`src/dxc_pkg.sv`:
```
// Shared constants, register map and state encoding for the transfer issue and idle block.
package dxc_pkg;

  // Register byte offsets on the AXI4-Lite slave.
  localparam logic [7:0] DXC_OFF_CTRL = 8'h00;
  localparam logic [7:0] DXC_OFF_GAP = 8'h04;
  localparam logic [7:0] DXC_OFF_DIM = 8'h08;
  localparam logic [7:0] DXC_OFF_INDEX = 8'h0c;
  localparam logic [7:0] DXC_OFF_MODE = 8'h10;
  localparam logic [7:0] DXC_OFF_SRC = 8'h14;
  localparam logic [7:0] DXC_OFF_DST = 8'h18;
  localparam logic [7:0] DXC_OFF_CC_ST = 8'h1c;
  localparam logic [7:0] DXC_OFF_TC_ST = 8'h20;
  localparam logic [7:0] DXC_OFF_IRQ_ST = 8'h24;
  localparam logic [7:0] DXC_OFF_IRQ_MASK = 8'h28;

  // Field positions inside the control register.
  localparam int DXC_CTRL_CC_EN = 0;
  localparam int DXC_CTRL_TC_EN = 1;
  localparam int DXC_CTRL_START = 2;
  localparam int DXC_CTRL_PRIO_LSB = 8;

  // Field positions inside the mode register.
  localparam int DXC_MODE_SRC = 0;
  localparam int DXC_MODE_DST = 1;
  localparam int DXC_MODE_DBS_LSB = 16;

  // Interrupt status bit positions.
  localparam int DXC_IRQ_DONE = 0;
  localparam int DXC_IRQ_CC_IDLE = 1;
  localparam int DXC_IRQ_TC_IDLE = 2;
  localparam int DXC_IRQ_W = 3;

  // Values after reset.
  localparam logic [15:0] DXC_RST_GAP = 16'h0000;
  localparam logic [15:0] DXC_RST_DBS = 16'h0040;
  localparam logic [2:0] DXC_RST_PRIO = 3'h0;
  localparam logic [2:0] DXC_RST_IRQ_MASK = 3'h0;

  // Linearisation limit on the second-dimension count, and the increment address mode.
  localparam logic [15:0] DXC_LIN_MAX_CNT = 16'h03ff;
  localparam logic DXC_AM_INCR = 1'b0;

  // AXI response codes.
  localparam logic [1:0] DXC_RESP_OKAY = 2'h0;
  localparam logic [1:0] DXC_RESP_SLVERR = 2'h2;

  // Transfer engine states.
  typedef enum logic [2:0] {
    DXC_S_IDLE,
    DXC_S_RD_CMD,
    DXC_S_RD_DATA,
    DXC_S_WR_CMD,
    DXC_S_GAP
  } dxc_state_e;

endpackage : dxc_pkg

```
`src/dxc_idle_if.sv`:
```
// Clock-stop handshake signals between the top and one idle controller.
`timescale 1ns/1ps
interface dxc_idle_if;
  logic stop_req;
  logic conds_ok;
  logic stop_ack;
  logic ack_rise;

  modport ctl (input stop_req, input conds_ok, output stop_ack, output ack_rise);
  modport host (output stop_req, output conds_ok, input stop_ack, input ack_rise);
endinterface : dxc_idle_if

```
`src/dxc_idle.sv`:
```
// Clock-stop acknowledge logic for one controller.
`timescale 1ns/1ps
module dxc_idle
  import dxc_pkg::*;
(
  // Clock and reset.
  input wire logic mclk,
  input wire logic rst,
  // Handshake.
  dxc_idle_if.ctl hs
);

  typedef struct packed {
    logic ack;
    logic rise;
  } dxc_idle_s;

  dxc_idle_s st_r;
  dxc_idle_s st_nxt;

  // Acknowledge once idle, then hold it until the request drops.
  always_comb begin
    st_nxt = st_r;
    st_nxt.ack = hs.stop_req && (st_r.ack || hs.conds_ok);
    st_nxt.rise = hs.stop_req && hs.conds_ok && !st_r.ack;
  end

  // State register.
  always_ff @(posedge mclk or posedge rst) begin
    if (rst) begin
      st_r <= '0;
    end else begin
      st_r <= st_nxt;
    end
  end

  assign hs.stop_ack = st_r.ack;
  assign hs.ack_rise = st_r.rise;
endmodule : dxc_idle

```
`src/dxc_top.sv`:
```
// Transfer issue engine with read pacing, clock-stop handshakes and AXI4-Lite registers.
`timescale 1ns/1ps
module dxc_top
  import dxc_pkg::*;
(
  // Clock and reset.
  input wire logic mclk,
  input wire logic rst,
  // AXI4-Lite slave.
  input wire logic s_axi_awvalid,
  output logic s_axi_awready,
  input wire logic [7:0] s_axi_awaddr,
  input wire logic s_axi_wvalid,
  output logic s_axi_wready,
  input wire logic [31:0] s_axi_wdata,
  input wire logic [3:0] s_axi_wstrb,
  output logic s_axi_bvalid,
  input wire logic s_axi_bready,
  output logic [1:0] s_axi_bresp,
  input wire logic s_axi_arvalid,
  output logic s_axi_arready,
  input wire logic [7:0] s_axi_araddr,
  output logic s_axi_rvalid,
  input wire logic s_axi_rready,
  output logic [31:0] s_axi_rdata,
  output logic [1:0] s_axi_rresp,
  // Read command port.
  output logic rcmd_valid,
  input wire logic rcmd_ready,
  output logic [31:0] rcmd_addr,
  output logic [31:0] rcmd_bytes,
  input wire logic rdat_valid,
  input wire logic [31:0] rdat,
  // Write command port, data travels with the command.
  output logic wcmd_valid,
  input wire logic wcmd_ready,
  output logic [31:0] wcmd_addr,
  output logic [31:0] wcmd_bytes,
  output logic [31:0] wcmd_data,
  // Channel controller activity.
  input wire logic cc_evt_pending,
  input wire logic cc_queue_busy,
  input wire logic cc_tr_active,
  input wire logic cc_compl_pending,
  output logic cc_enable,
  // Power controller handshakes.
  input wire logic cc_stop_req,
  output logic cc_stop_ack,
  input wire logic tc_stop_req,
  output logic tc_stop_ack,
  // System side.
  output logic [2:0] master_prio,
  output logic irq
);

  typedef struct packed {
    dxc_state_e state;
    logic aw_have;
    logic [7:0] awaddr;
    logic w_have;
    logic [31:0] wdata;
    logic [3:0] wstrb;
    logic bvalid;
    logic [1:0] bresp;
    logic rvalid;
    logic [31:0] rdata;
    logic [1:0] rresp;
    logic cc_en;
    logic tc_en;
    logic [2:0] prio;
    logic [15:0] gap;
    logic [15:0] default_burst_size;
    logic [15:0] fdb;
    logic [15:0] sdc;
    logic [15:0] sidx;
    logic [15:0] didx;
    logic smode;
    logic dmode;
    logic [31:0] src;
    logic [31:0] dst;
    logic [31:0] cur_src;
    logic [31:0] cur_dst;
    logic [31:0] cmd_bytes;
    logic [31:0] wdat;
    logic [15:0] cmds_left;
    logic [15:0] gap_cnt;
    logic lin;
    logic [2:0] irq_st;
    logic [2:0] irq_mask;
  } dxc_top_s;

  dxc_top_s st_r;
  dxc_top_s st_nxt;
  dxc_idle_if cc_if ();
  dxc_idle_if tc_if ();
  logic bus_busy;
  logic lin_c;
  logic start_ok;
  logic wr_hs;

  // Byte-lane merge for AXI write strobes.
  function automatic logic [31:0] dxc_merge(input logic [31:0] old, input logic [31:0] data,
                                            input logic [3:0] strb);
    logic [31:0] res;
    res = old;
    for (int i = 0; i < 4; i++) begin
      if (strb[i]) begin
        res[8*i +: 8] = data[8*i +: 8];
      end
    end
    return res;
  endfunction : dxc_merge

  // Idle conditions; any bus access in flight keeps the channel side awake.
  assign bus_busy = st_r.aw_have || st_r.w_have || st_r.bvalid || st_r.rvalid ||
                    s_axi_awvalid || s_axi_wvalid || s_axi_arvalid;
  assign cc_if.stop_req = cc_stop_req;
  assign cc_if.conds_ok = !(cc_evt_pending || cc_queue_busy || cc_tr_active ||
                            cc_compl_pending || bus_busy);
  assign tc_if.stop_req = tc_stop_req;
  assign tc_if.conds_ok = (st_r.state == DXC_S_IDLE);

  // Two independent handshakes, one per controller.
  dxc_idle u_cc_idle (.mclk(mclk), .rst(rst), .hs(cc_if));
  dxc_idle u_tc_idle (.mclk(mclk), .rst(rst), .hs(tc_if));

  // Linearisation test on the loaded parameter set.
  assign lin_c = (st_r.fdb <= st_r.default_burst_size) && (st_r.fdb != 16'h0000) &&
                 ((st_r.fdb & (st_r.fdb - 16'h0001)) == 16'h0000) &&
                 (st_r.sidx == st_r.fdb) && (st_r.didx == st_r.fdb) &&
                 (st_r.sdc <= DXC_LIN_MAX_CNT) &&
                 (st_r.smode == DXC_AM_INCR) && (st_r.dmode == DXC_AM_INCR);
  assign wr_hs = wcmd_valid && wcmd_ready;

  // Next-state logic: register slave, start decode and the transfer engine.
  always_comb begin
    logic [31:0] wtmp;
    logic [31:0] rd_val;
    logic start_req;
    logic [2:0] irq_set;
    logic [2:0] irq_clr;
    wtmp = 32'h0000_0000;
    rd_val = 32'h0000_0000;
    start_req = 1'b0;
    irq_set = 3'h0;
    irq_clr = 3'h0;
    st_nxt = st_r;
    // Accept address and data independently, in either order.
    if (s_axi_awvalid && s_axi_awready) begin
      st_nxt.aw_have = 1'b1;
      st_nxt.awaddr = s_axi_awaddr;
    end
    if (s_axi_wvalid && s_axi_wready) begin
      st_nxt.w_have = 1'b1;
      st_nxt.wdata = s_axi_wdata;
      st_nxt.wstrb = s_axi_wstrb;
    end
    if (s_axi_bvalid && s_axi_bready) begin
      st_nxt.bvalid = 1'b0;
    end
    if (st_r.aw_have && st_r.w_have) begin
      st_nxt.aw_have = 1'b0;
      st_nxt.w_have = 1'b0;
      st_nxt.bvalid = 1'b1;
      st_nxt.bresp = DXC_RESP_OKAY;
      unique case (st_r.awaddr)
        DXC_OFF_CTRL: begin
          wtmp = dxc_merge({21'h0, st_r.prio, 6'h0, st_r.tc_en, st_r.cc_en},
                           st_r.wdata, st_r.wstrb);
          st_nxt.cc_en = wtmp[DXC_CTRL_CC_EN];
          st_nxt.tc_en = wtmp[DXC_CTRL_TC_EN];
          st_nxt.prio = wtmp[DXC_CTRL_PRIO_LSB +: 3];
          start_req = wtmp[DXC_CTRL_START];
        end
        DXC_OFF_GAP: begin
          wtmp = dxc_merge({16'h0, st_r.gap}, st_r.wdata, st_r.wstrb);
          st_nxt.gap = wtmp[15:0];
        end
        DXC_OFF_DIM: begin
          wtmp = dxc_merge({st_r.sdc, st_r.fdb}, st_r.wdata, st_r.wstrb);
          st_nxt.fdb = wtmp[15:0];
          st_nxt.sdc = wtmp[31:16];
        end
        DXC_OFF_INDEX: begin
          wtmp = dxc_merge({st_r.didx, st_r.sidx}, st_r.wdata, st_r.wstrb);
          st_nxt.sidx = wtmp[15:0];
          st_nxt.didx = wtmp[31:16];
        end
        DXC_OFF_MODE: begin
          wtmp = dxc_merge({st_r.default_burst_size, 14'h0, st_r.dmode, st_r.smode}, st_r.wdata, st_r.wstrb);
          st_nxt.smode = wtmp[DXC_MODE_SRC];
          st_nxt.dmode = wtmp[DXC_MODE_DST];
          st_nxt.default_burst_size = wtmp[DXC_MODE_DBS_LSB +: 16];
        end
        DXC_OFF_SRC: st_nxt.src = dxc_merge(st_r.src, st_r.wdata, st_r.wstrb);
        DXC_OFF_DST: st_nxt.dst = dxc_merge(st_r.dst, st_r.wdata, st_r.wstrb);
        DXC_OFF_IRQ_MASK: begin
          wtmp = dxc_merge({29'h0, st_r.irq_mask}, st_r.wdata, st_r.wstrb);
          st_nxt.irq_mask = wtmp[DXC_IRQ_W-1:0];
        end
        DXC_OFF_CC_ST, DXC_OFF_TC_ST, DXC_OFF_IRQ_ST: begin
          st_nxt.bresp = DXC_RESP_OKAY;
        end
        default: st_nxt.bresp = DXC_RESP_SLVERR;
      endcase
    end
    // Read mux; status words show live controller state.
    unique case (s_axi_araddr)
      DXC_OFF_CTRL: rd_val = {21'h0, st_r.prio, 6'h0, st_r.tc_en, st_r.cc_en};
      DXC_OFF_GAP: rd_val = {16'h0, st_r.gap};
      DXC_OFF_DIM: rd_val = {st_r.sdc, st_r.fdb};
      DXC_OFF_INDEX: rd_val = {st_r.didx, st_r.sidx};
      DXC_OFF_MODE: rd_val = {st_r.default_burst_size, 14'h0, st_r.dmode, st_r.smode};
      DXC_OFF_SRC: rd_val = st_r.src;
      DXC_OFF_DST: rd_val = st_r.dst;
      DXC_OFF_CC_ST: rd_val = {28'h0, cc_compl_pending, cc_tr_active,
                               cc_queue_busy, cc_evt_pending};
      DXC_OFF_TC_ST: rd_val = {27'h0, tc_stop_ack, cc_stop_ack, st_r.lin,
                               (st_r.state == DXC_S_WR_CMD),
                               (st_r.state inside {DXC_S_RD_CMD, DXC_S_RD_DATA,
                                                   DXC_S_GAP})};
      DXC_OFF_IRQ_ST: rd_val = {29'h0, st_r.irq_st};
      DXC_OFF_IRQ_MASK: rd_val = {29'h0, st_r.irq_mask};
      default: rd_val = 32'h0000_0000;
    endcase
    if (s_axi_rvalid && s_axi_rready) begin
      st_nxt.rvalid = 1'b0;
    end
    if (s_axi_arvalid && s_axi_arready) begin
      st_nxt.rvalid = 1'b1;
      st_nxt.rdata = rd_val;
      st_nxt.rresp = (s_axi_araddr > DXC_OFF_IRQ_MASK || s_axi_araddr[1:0] != 2'h0) ?
                     DXC_RESP_SLVERR : DXC_RESP_OKAY;
      if (s_axi_araddr == DXC_OFF_IRQ_ST) begin
        irq_clr = st_r.irq_st;
      end
    end
    // Starts are refused while busy, disabled, or stopping.
    start_ok = start_req && st_r.tc_en && !tc_stop_req && (st_r.state == DXC_S_IDLE) &&
               (st_r.fdb != 16'h0000) && (st_r.sdc != 16'h0000);
    // The engine has no halt input: an emulation halt never pauses it.
    unique case (st_r.state)
      DXC_S_IDLE: begin
        if (start_ok) begin
          st_nxt.lin = lin_c;
          st_nxt.cmd_bytes = lin_c ? 32'(st_r.fdb) * 32'(st_r.sdc) : 32'(st_r.fdb);
          st_nxt.cmds_left = lin_c ? 16'h0001 : st_r.sdc;
          st_nxt.cur_src = st_r.src;
          st_nxt.cur_dst = st_r.dst;
          st_nxt.state = DXC_S_RD_CMD;
        end
      end
      DXC_S_RD_CMD: begin
        if (rcmd_ready) begin
          st_nxt.state = DXC_S_RD_DATA;
        end
      end
      DXC_S_RD_DATA: begin
        if (rdat_valid) begin
          st_nxt.wdat = rdat;
          st_nxt.state = DXC_S_WR_CMD;
        end
      end
      DXC_S_WR_CMD: begin
        if (wcmd_ready) begin
          st_nxt.cmds_left = st_r.cmds_left - 16'h0001;
          st_nxt.cur_src = st_r.smode ? st_r.cur_src : st_r.cur_src + 32'(st_r.sidx);
          st_nxt.cur_dst = st_r.dmode ? st_r.cur_dst : st_r.cur_dst + 32'(st_r.didx);
          st_nxt.gap_cnt = st_r.gap;
          if (st_r.cmds_left == 16'h0001) begin
            st_nxt.state = DXC_S_IDLE;
            irq_set[DXC_IRQ_DONE] = 1'b1;
          end else if (st_r.gap == 16'h0000) begin
            st_nxt.state = DXC_S_RD_CMD;
          end else begin
            st_nxt.state = DXC_S_GAP;
          end
        end
      end
      DXC_S_GAP: begin
        st_nxt.gap_cnt = st_r.gap_cnt - 16'h0001;
        if (st_r.gap_cnt == 16'h0001) begin
          st_nxt.state = DXC_S_RD_CMD;
        end
      end
    endcase
    irq_set[DXC_IRQ_CC_IDLE] = cc_if.ack_rise;
    irq_set[DXC_IRQ_TC_IDLE] = tc_if.ack_rise;
    // A new event wins over a read clear in the same cycle.
    st_nxt.irq_st = (st_r.irq_st & ~irq_clr) | irq_set;
  end

  // State register; dimension, index, mode bits and address words are deliberately left out of reset.
  always_ff @(posedge mclk or posedge rst) begin
    if (rst) begin
      st_r.state <= DXC_S_IDLE;
      st_r.aw_have <= 1'b0;
      st_r.awaddr <= 8'h00;
      st_r.w_have <= 1'b0;
      st_r.wdata <= 32'h0000_0000;
      st_r.wstrb <= 4'h0;
      st_r.bvalid <= 1'b0;
      st_r.bresp <= DXC_RESP_OKAY;
      st_r.rvalid <= 1'b0;
      st_r.rdata <= 32'h0000_0000;
      st_r.rresp <= DXC_RESP_OKAY;
      st_r.cc_en <= 1'b0;
      st_r.tc_en <= 1'b0;
      st_r.prio <= DXC_RST_PRIO;
      st_r.gap <= DXC_RST_GAP;
      st_r.default_burst_size <= DXC_RST_DBS;
      st_r.cur_src <= 32'h0000_0000;
      st_r.cur_dst <= 32'h0000_0000;
      st_r.cmd_bytes <= 32'h0000_0000;
      st_r.wdat <= 32'h0000_0000;
      st_r.cmds_left <= 16'h0000;
      st_r.gap_cnt <= 16'h0000;
      st_r.lin <= 1'b0;
      st_r.irq_st <= 3'h0;
      st_r.irq_mask <= DXC_RST_IRQ_MASK;
    end else begin
      st_r <= st_nxt; // Dimension, index, mode bits and address words keep their value.
    end
  end

  // Port drive.
  assign s_axi_awready = !st_r.aw_have && !st_r.bvalid;
  assign s_axi_wready = !st_r.w_have && !st_r.bvalid;
  assign s_axi_bvalid = st_r.bvalid;
  assign s_axi_bresp = st_r.bresp;
  assign s_axi_arready = !st_r.rvalid;
  assign s_axi_rvalid = st_r.rvalid;
  assign s_axi_rdata = st_r.rdata;
  assign s_axi_rresp = st_r.rresp;
  assign rcmd_valid = (st_r.state == DXC_S_RD_CMD);
  assign rcmd_addr = st_r.cur_src;
  assign rcmd_bytes = st_r.cmd_bytes;
  assign wcmd_valid = (st_r.state == DXC_S_WR_CMD);
  assign wcmd_addr = st_r.cur_dst;
  assign wcmd_bytes = st_r.cmd_bytes;
  assign wcmd_data = st_r.wdat;
  assign cc_enable = st_r.cc_en;
  assign cc_stop_ack = cc_if.stop_ack;
  assign tc_stop_ack = tc_if.stop_ack;
  assign master_prio = st_r.prio;
  assign irq = |(st_r.irq_st & st_r.irq_mask);
endmodule : dxc_top

```
`config.mk`:
```
export PLATFORM = sky130hd
export DESIGN_NAME = dxc_top
export DESIGN_NICKNAME = d
export VERILOG_FILES = /design/src/dxc_pkg.sv /design/src/dxc_idle_if.sv /design/src/dxc_idle.sv /design/src/dxc_top.sv
export SDC_FILE = /design/constraint.sdc
export NUM_CORES = 2
export LEC_CHECK = 0
export BUFFER_PORTS_ARGS = -buffer_cell sky130_fd_sc_hd__buf_2
export CAP_MARGIN = 20
export CORE_ASPECT_RATIO = 1.75
export CORE_MARGIN = 2
export CORE_UTILIZATION = 45
export DETAILED_ROUTE_END_ITERATION = 10
export GPL_TIMING_DRIVEN = 1
export PLACE_DENSITY = 0.65
export SETUP_SLACK_MARGIN = 0.5
export SLEW_MARGIN = 20
export SYNTH_ARGS = -nofsm -noshare
export SYNTH_HDL_FRONTEND = slang
export SYNTH_HIERARCHICAL = 1
export SYNTH_SLANG_ARGS = --single-unit
```
`constraint.sdc`:
```
create_clock -name mclk -period 9.24 [get_ports mclk]
set_input_delay 0.924 -clock mclk [delete_from_list [all_inputs] [get_ports mclk]]
set_output_delay 0.924 -clock mclk [all_outputs]
set_load 0.03 [all_outputs]
```
* After elaboration in Yosys (flattened, before gate mapping)
Index checks and enable logic that the tools add are counted. W data, S select, Z words.
Storage, ports and cells: register bits 425, bits of input ports 100, output and inout bits 210, logic and storage cells 234
Operators by class: add/sub/neg operators 5, $mul 1, magnitude comparators 3, equality and inequality tests 35, multiplexer cells 38, bitwise operators 8, reductions and logical operators 95
Operators with widths (count):
- $pmux W32 S11 | 1
- $mux W32 | 4
- $pmux W64 S2 | 1
- $mux W96 | 1
- $reduce_and A4 Y1 | 19
- $add A32 B16 Y32 | 2
- $eq A8 B5 Y1 const B | 8
- $mux W64 | 1
- $pmux W16 S2 | 2
- $eq A8 B6 Y1 const B | 6
- $sub A16 B1 Y16 const B | 3
- $mux W37 | 1
- $mux W35 | 1
- $mux W3 | 11
- $eq A16 B1 Y1 const B | 2
- $eq A16 B16 Y1 | 2
- $eq A8 B4 Y1 const B | 4
- $logic_not A16 Y1 | 2
- $mul A16 B16 Y32 | 1
- $mux W16 | 2
- $reduce_bool A16 Y1 | 2
- $logic_and A1 B1 Y1 | 26
- $reduce_and A3 Y1 | 8
- $and A16 B16 Y16 | 1
- other kinds (27) | 74

* Logic depth before layout (Yosys ltp)
depth after elaboration 12, mapped depth 25, mapped depth without buffers 23

* Hierarchy
Netlist, hierarchy kept.
Modules (own cells, without submodules):
- dxc_top | instances 1, cells each 3031, area an instance 30095.1 um^2, sequential area each 11136.9 um^2
- dxc_idle | instances 2, cells each 5, area an instance 70.1 um^2, sequential area each 50.0 um^2

* Worst setup path before layout
OpenSTA, ideal clock, no wires.
kind input to register, from in rst, to reg st_r[265] (netlist name) (enable), setup time 0.377 ns, arrival time 8.386 ns, required time 8.863 ns, slack 0.477 ns, cell stages on the path 3, buffers on the path 0, cell sequence inv_1 > nand2_1 > nor2_1
On the way: cells in the longest elaborated chain, start to end 2
Ends and longest elaborated chain:
- start, declared | line dxc_top.sv:8 | input wire logic rst,
- $not A1 Y1 (no source line)
- $reduce_and A4 Y1 (no source line)
- end, declared | line dxc_top.sv:92 | dxc_top_s st_r;
No other way between the ends. A chain may end at the register's enable or synchronous reset.

* Worst setup path in the final report
from reg st_r[286] (netlist name), to reg st_r, in the netlist rcmd_bytes[30]
On the way: cells in the longest elaborated chain, start to end 10, elaborated cells between the ends (all ways) 19, those cells by class add/sub (1); mul (1); order compare (1); eq/ne (2); mux (1); bitwise (1); reduce/logical (12)
Ends and longest elaborated chain:
- branches (longest 10 deep; another with $mul A16 B16 Y32)
Parallel ways; which one is timed is not known.

==> flow_summary.json <==
{
  "status": "finished clean",
  "clk_pin_slew_ps": 70,
  "num_io_pins": 310,
  "clk_latency_ps": 610,
  "cts_setup_buffers": 0,
  "numCtsBuffers": 42,
  "drt_iter0_drc": 1540,
  "antenna_found_initial": 2,
  "area_delta_synth_final_pct": 7.85,
  "crit_chain": "and2_1 -> fa_1 -> inv_1 -> fa_1 -> fa_1 -> fa_1 -> inv_1 -> fa_1 -> inv_1 -> fa_1 -> inv_1 -> ha_1 -> and3_1 -> nand3_1 -> o31ai_1 -> a311oi_1 -> o31ai_1 -> a21o_1 -> mux2i_1 -> o211ai_1",
  "ctsResizeCount": 0,
  "cp_common_cell": "fa_1",
  "finalInstanceArea_mm2": 0.0326,
  "p_total_mw": 6.85,
  "layout_commonest_cell": "nand2_1",
  "worst_slew_pin_slew_ps": 1150,
  "grt_busiest_layer": "met2",
  "root_buffer": "clkbuf_16",
  "cap_violations": 0,
  "grt_pass1_vias": 24000,
  "post_dp_cell_area_mm2": 0.0312,
  "p_switching_mw": 2.67,
  "critPathKind": "reg2reg",
  "crit_fanout": 24,
  "synth_top_flop_cell": "dfrtp_1",
  "async_flop_share_pct": 69.3,
  "met3_usage_pct": 4.80,
  "p_seq_share_pct": 42.1,
  "slew_viol_final": 0,
  "wl_per_cell_um": 24.1,
  "hold_slack_ps": 217,
  "place_congestion": 0.971,
  "grtUsageMet2_pct": 50.3,
  "finalSetupTns_ps": 0,
  "yosysSeqAreaShare_pct": 37.2,
  "final_nets": 3542,
  "clock_sinks": 423,
  "crit_slowest_cell": "edfxtp_1",
  "synth_cell_type_count": 83,
  "vias_per_cell": 5.74,
  "die_area_mm2": 0.0694,
  "crit_arrival_ps": 7620,
  "total_leakage_power_nw": 15.0,
  "rows": 125,
  "max_stage_delay_ps": 1090,
  "peakVddDrop_v": 0.000252,
  "critPathRequiredTime_ps": 9710,
  "worst_setup_path_start_kind": "flop",
  "ys_seq_elements": 423,
  "grt_max_degree": 137,
  "place.detailed.hpwl_um": 74500,
  "finalHoldViolations": 0,
  "grtUsageMet1_pct": 29.2,
  "hp-class": "in2async",
  "hold_buffers": 0,
  "cts_tree": "done",
  "grt_pass1_wl_um": 145000,
  "num_vias": 23100,
  "synth_edf_count": 130,
  "finalSetupViolCount": 0,
  "max_freq_mhz": 140,
  "cellPowerDensity_mw_per_mm2": 210,
  "grt-ovfl-total": 0,
  "combPwrFrac_pct": 31.7,
  "skew_ps": 11.4,
  "cts_htree_levels": 2,
  "mostFrequentLayoutCells": "nand2_1, buf_2, dfrtp_1",
  "netlist_area_mm2": 0.0302,
  "stdcell_count": 4015,
  "die_x_um": 200,
  "grt_usage_pct": 28.4,
  "slew_headroom_pct": 23.4,
  "wirelength_um": 96800,
  "detail-route-antenna-nets": 0,
  "firstDrtPassIters": 8,
  "synth.avg_cell_area_um2": 9.94,
  "fin_crit_ps": 7150,
  "clkPwrFrac_pct": 26.2,
  "internal-power_mw": 4.17,
  "cts_buffer_depth": 3,
  "place_inst": 3934,
  "p_sw_share_pct": 39.0,
  "port_buffers": 307,
  "start_util_pct": 45.5,
  "die_h_um": 347,
  "fin_crit_sh_pct": 77.3,
  "drcViolationCount": 0,
  "worstSetupEndpointType": "flop",
  "rsz0062_at_grt": "no",
  "syn_inst": 3041,
  "synth_warnings": 6,
  "drive_gt1_share_pct": 18.1,
  "fp.coreArea_mm2": 0.0665
}
==> state kept, by name (all words and copies together) (netlist names), 3 cells and up <==
signal       cells
wcmd_data       32
rcmd_addr       32
s_axi_rdata     32
st_r           251
master_prio      3
rcmd_bytes      32
wcmd_addr       32
==> path summary, 6_finish.rpt <==
| check | cells after the start | to | start | slack (ps) |
|---|---|---|---|---|
| min in group mclk | 1 | st_r[4] | u_cc_idle/hs.ack_rise | 410 |
| max in group asynchronous | 4 | rcmd_addr[23] | rst | 7370 |
| setup reg to reg | 20 | rcmd_bytes[30] | st_r[286] | 2090 |
| hold reg to reg | 1 | st_r[4] | u_cc_idle/hs.ack_rise | 410 |
| setup / recovery | 20 | rcmd_bytes[30] | st_r[286] | 2090 |
| hold / removal | 2 | u_cc_idle/hs.ack_rise | rst | 220 |
==> synth_stat cells (19+ instances only) <==
library cell / instances / share of area, %
nor4_1: 19 / 0.39
a22oi_1: 28 / 0.70
a31oi_1: 27 / 0.56
fa_1: 196 / 13
a21o_1: 35 / 0.87
nand2_1: 351 / 4.4
and2_1: 125 / 2.6
o21ai_0: 127 / 2.1
nor2_1: 188 / 2.3
nand3_1: 40 / 0.66
a221oi_1: 43 / 1.2
nand4_1: 20 / 0.41
nor3_1: 37 / 0.61
xnor2_1: 34 / 0.98
mux2_2: 116 / 4.3
a222oi_1: 19 / 0.63
ha_1: 156 / 6.5
edfxtp_1: 130 / 13
a21oi_1: 93 / 1.5
buf_4: 199 / 4.9
mux2i_1: 25 / 0.83
inv_1: 291 / 3.6
clkbuf_1: 134 / 1.7
dfrtp_1: 292 / 24
and3_1: 24 / 0.50
==> layer usage <==
metal | share of wire [%] | vias to the layer above
li1 | - | 10400
met1 | 33 | 11400
met2 | 51 | 958
met3 | 6.1 | 314
met4 | 9.5 | 0
met5 | 0 | -
==> kinds of logic after synthesis <==
group | Yosys count | share of synthesized area [%]
AO/OA/AOI/OAI | 555 | 12.6
XOR/XNOR | 49 | 1.42
adder cells (fa/ha/maj) | 352 | 19.4
buffers and inverters | 637 | 10.4
flip-flops | 423 | 37.2
multiplexers | 141 | 5.15
other | 1 | 0.0124
AND/OR/NAND/NOR | 883 | 13.8
==> cell type report <==
type | count | area, um2
Fill cell | 6215 | 33900
Antenna cell | 2 | 5.00
Clock inverter | 19 | 206
Sequential cell | 423 | 11200
Inverter | 292 | 1100
Multi-Input combinational cell | 1982 | 15900
Timing Repair Buffer | 349 | 1860
Tap cell | 889 | 1110
Clock buffer | 59 | 1210
==> stage by stage <==
| stage | worst slack [ps] | utilization (%) |
|---|---|---|
| after floorplan | 2960 | - |
| after global placement | 2300 | 46.9 |
| after detailed placement | 2210 | 46.9 |
| after CTS | 2190 | 49.0 |
| after global routing | 1770 | 49.1 |
| final | 2090 | 49.1 |
==> power groups by stage <==
| stage | clock [mW] | combinational (mW) | sequential (mW) |
|---|---|---|---|
| after floorplan | 0 | 1.83 | 2.68 |
| after global placement | 0 | 2.13 | 2.89 |
| after detailed placement | 0 | 2.16 | 2.90 |
| after CTS | 1.82 | 2.17 | 2.87 |
| after global routing | 1.88 | 2.37 | 2.92 |
| final | 1.79 | 2.17 | 2.88 |
==> worst max-delay path, delay by kind of cell (launching register included) <==
family          cells  cell delay [ps]
fa+ha+maj           7             3170
compound gates      5             1760
flops               1             1090
simple gates        3              560
buf+inv             4              220
mux                 1              190
Note: power is estimated with default switching activity, not from simulation.
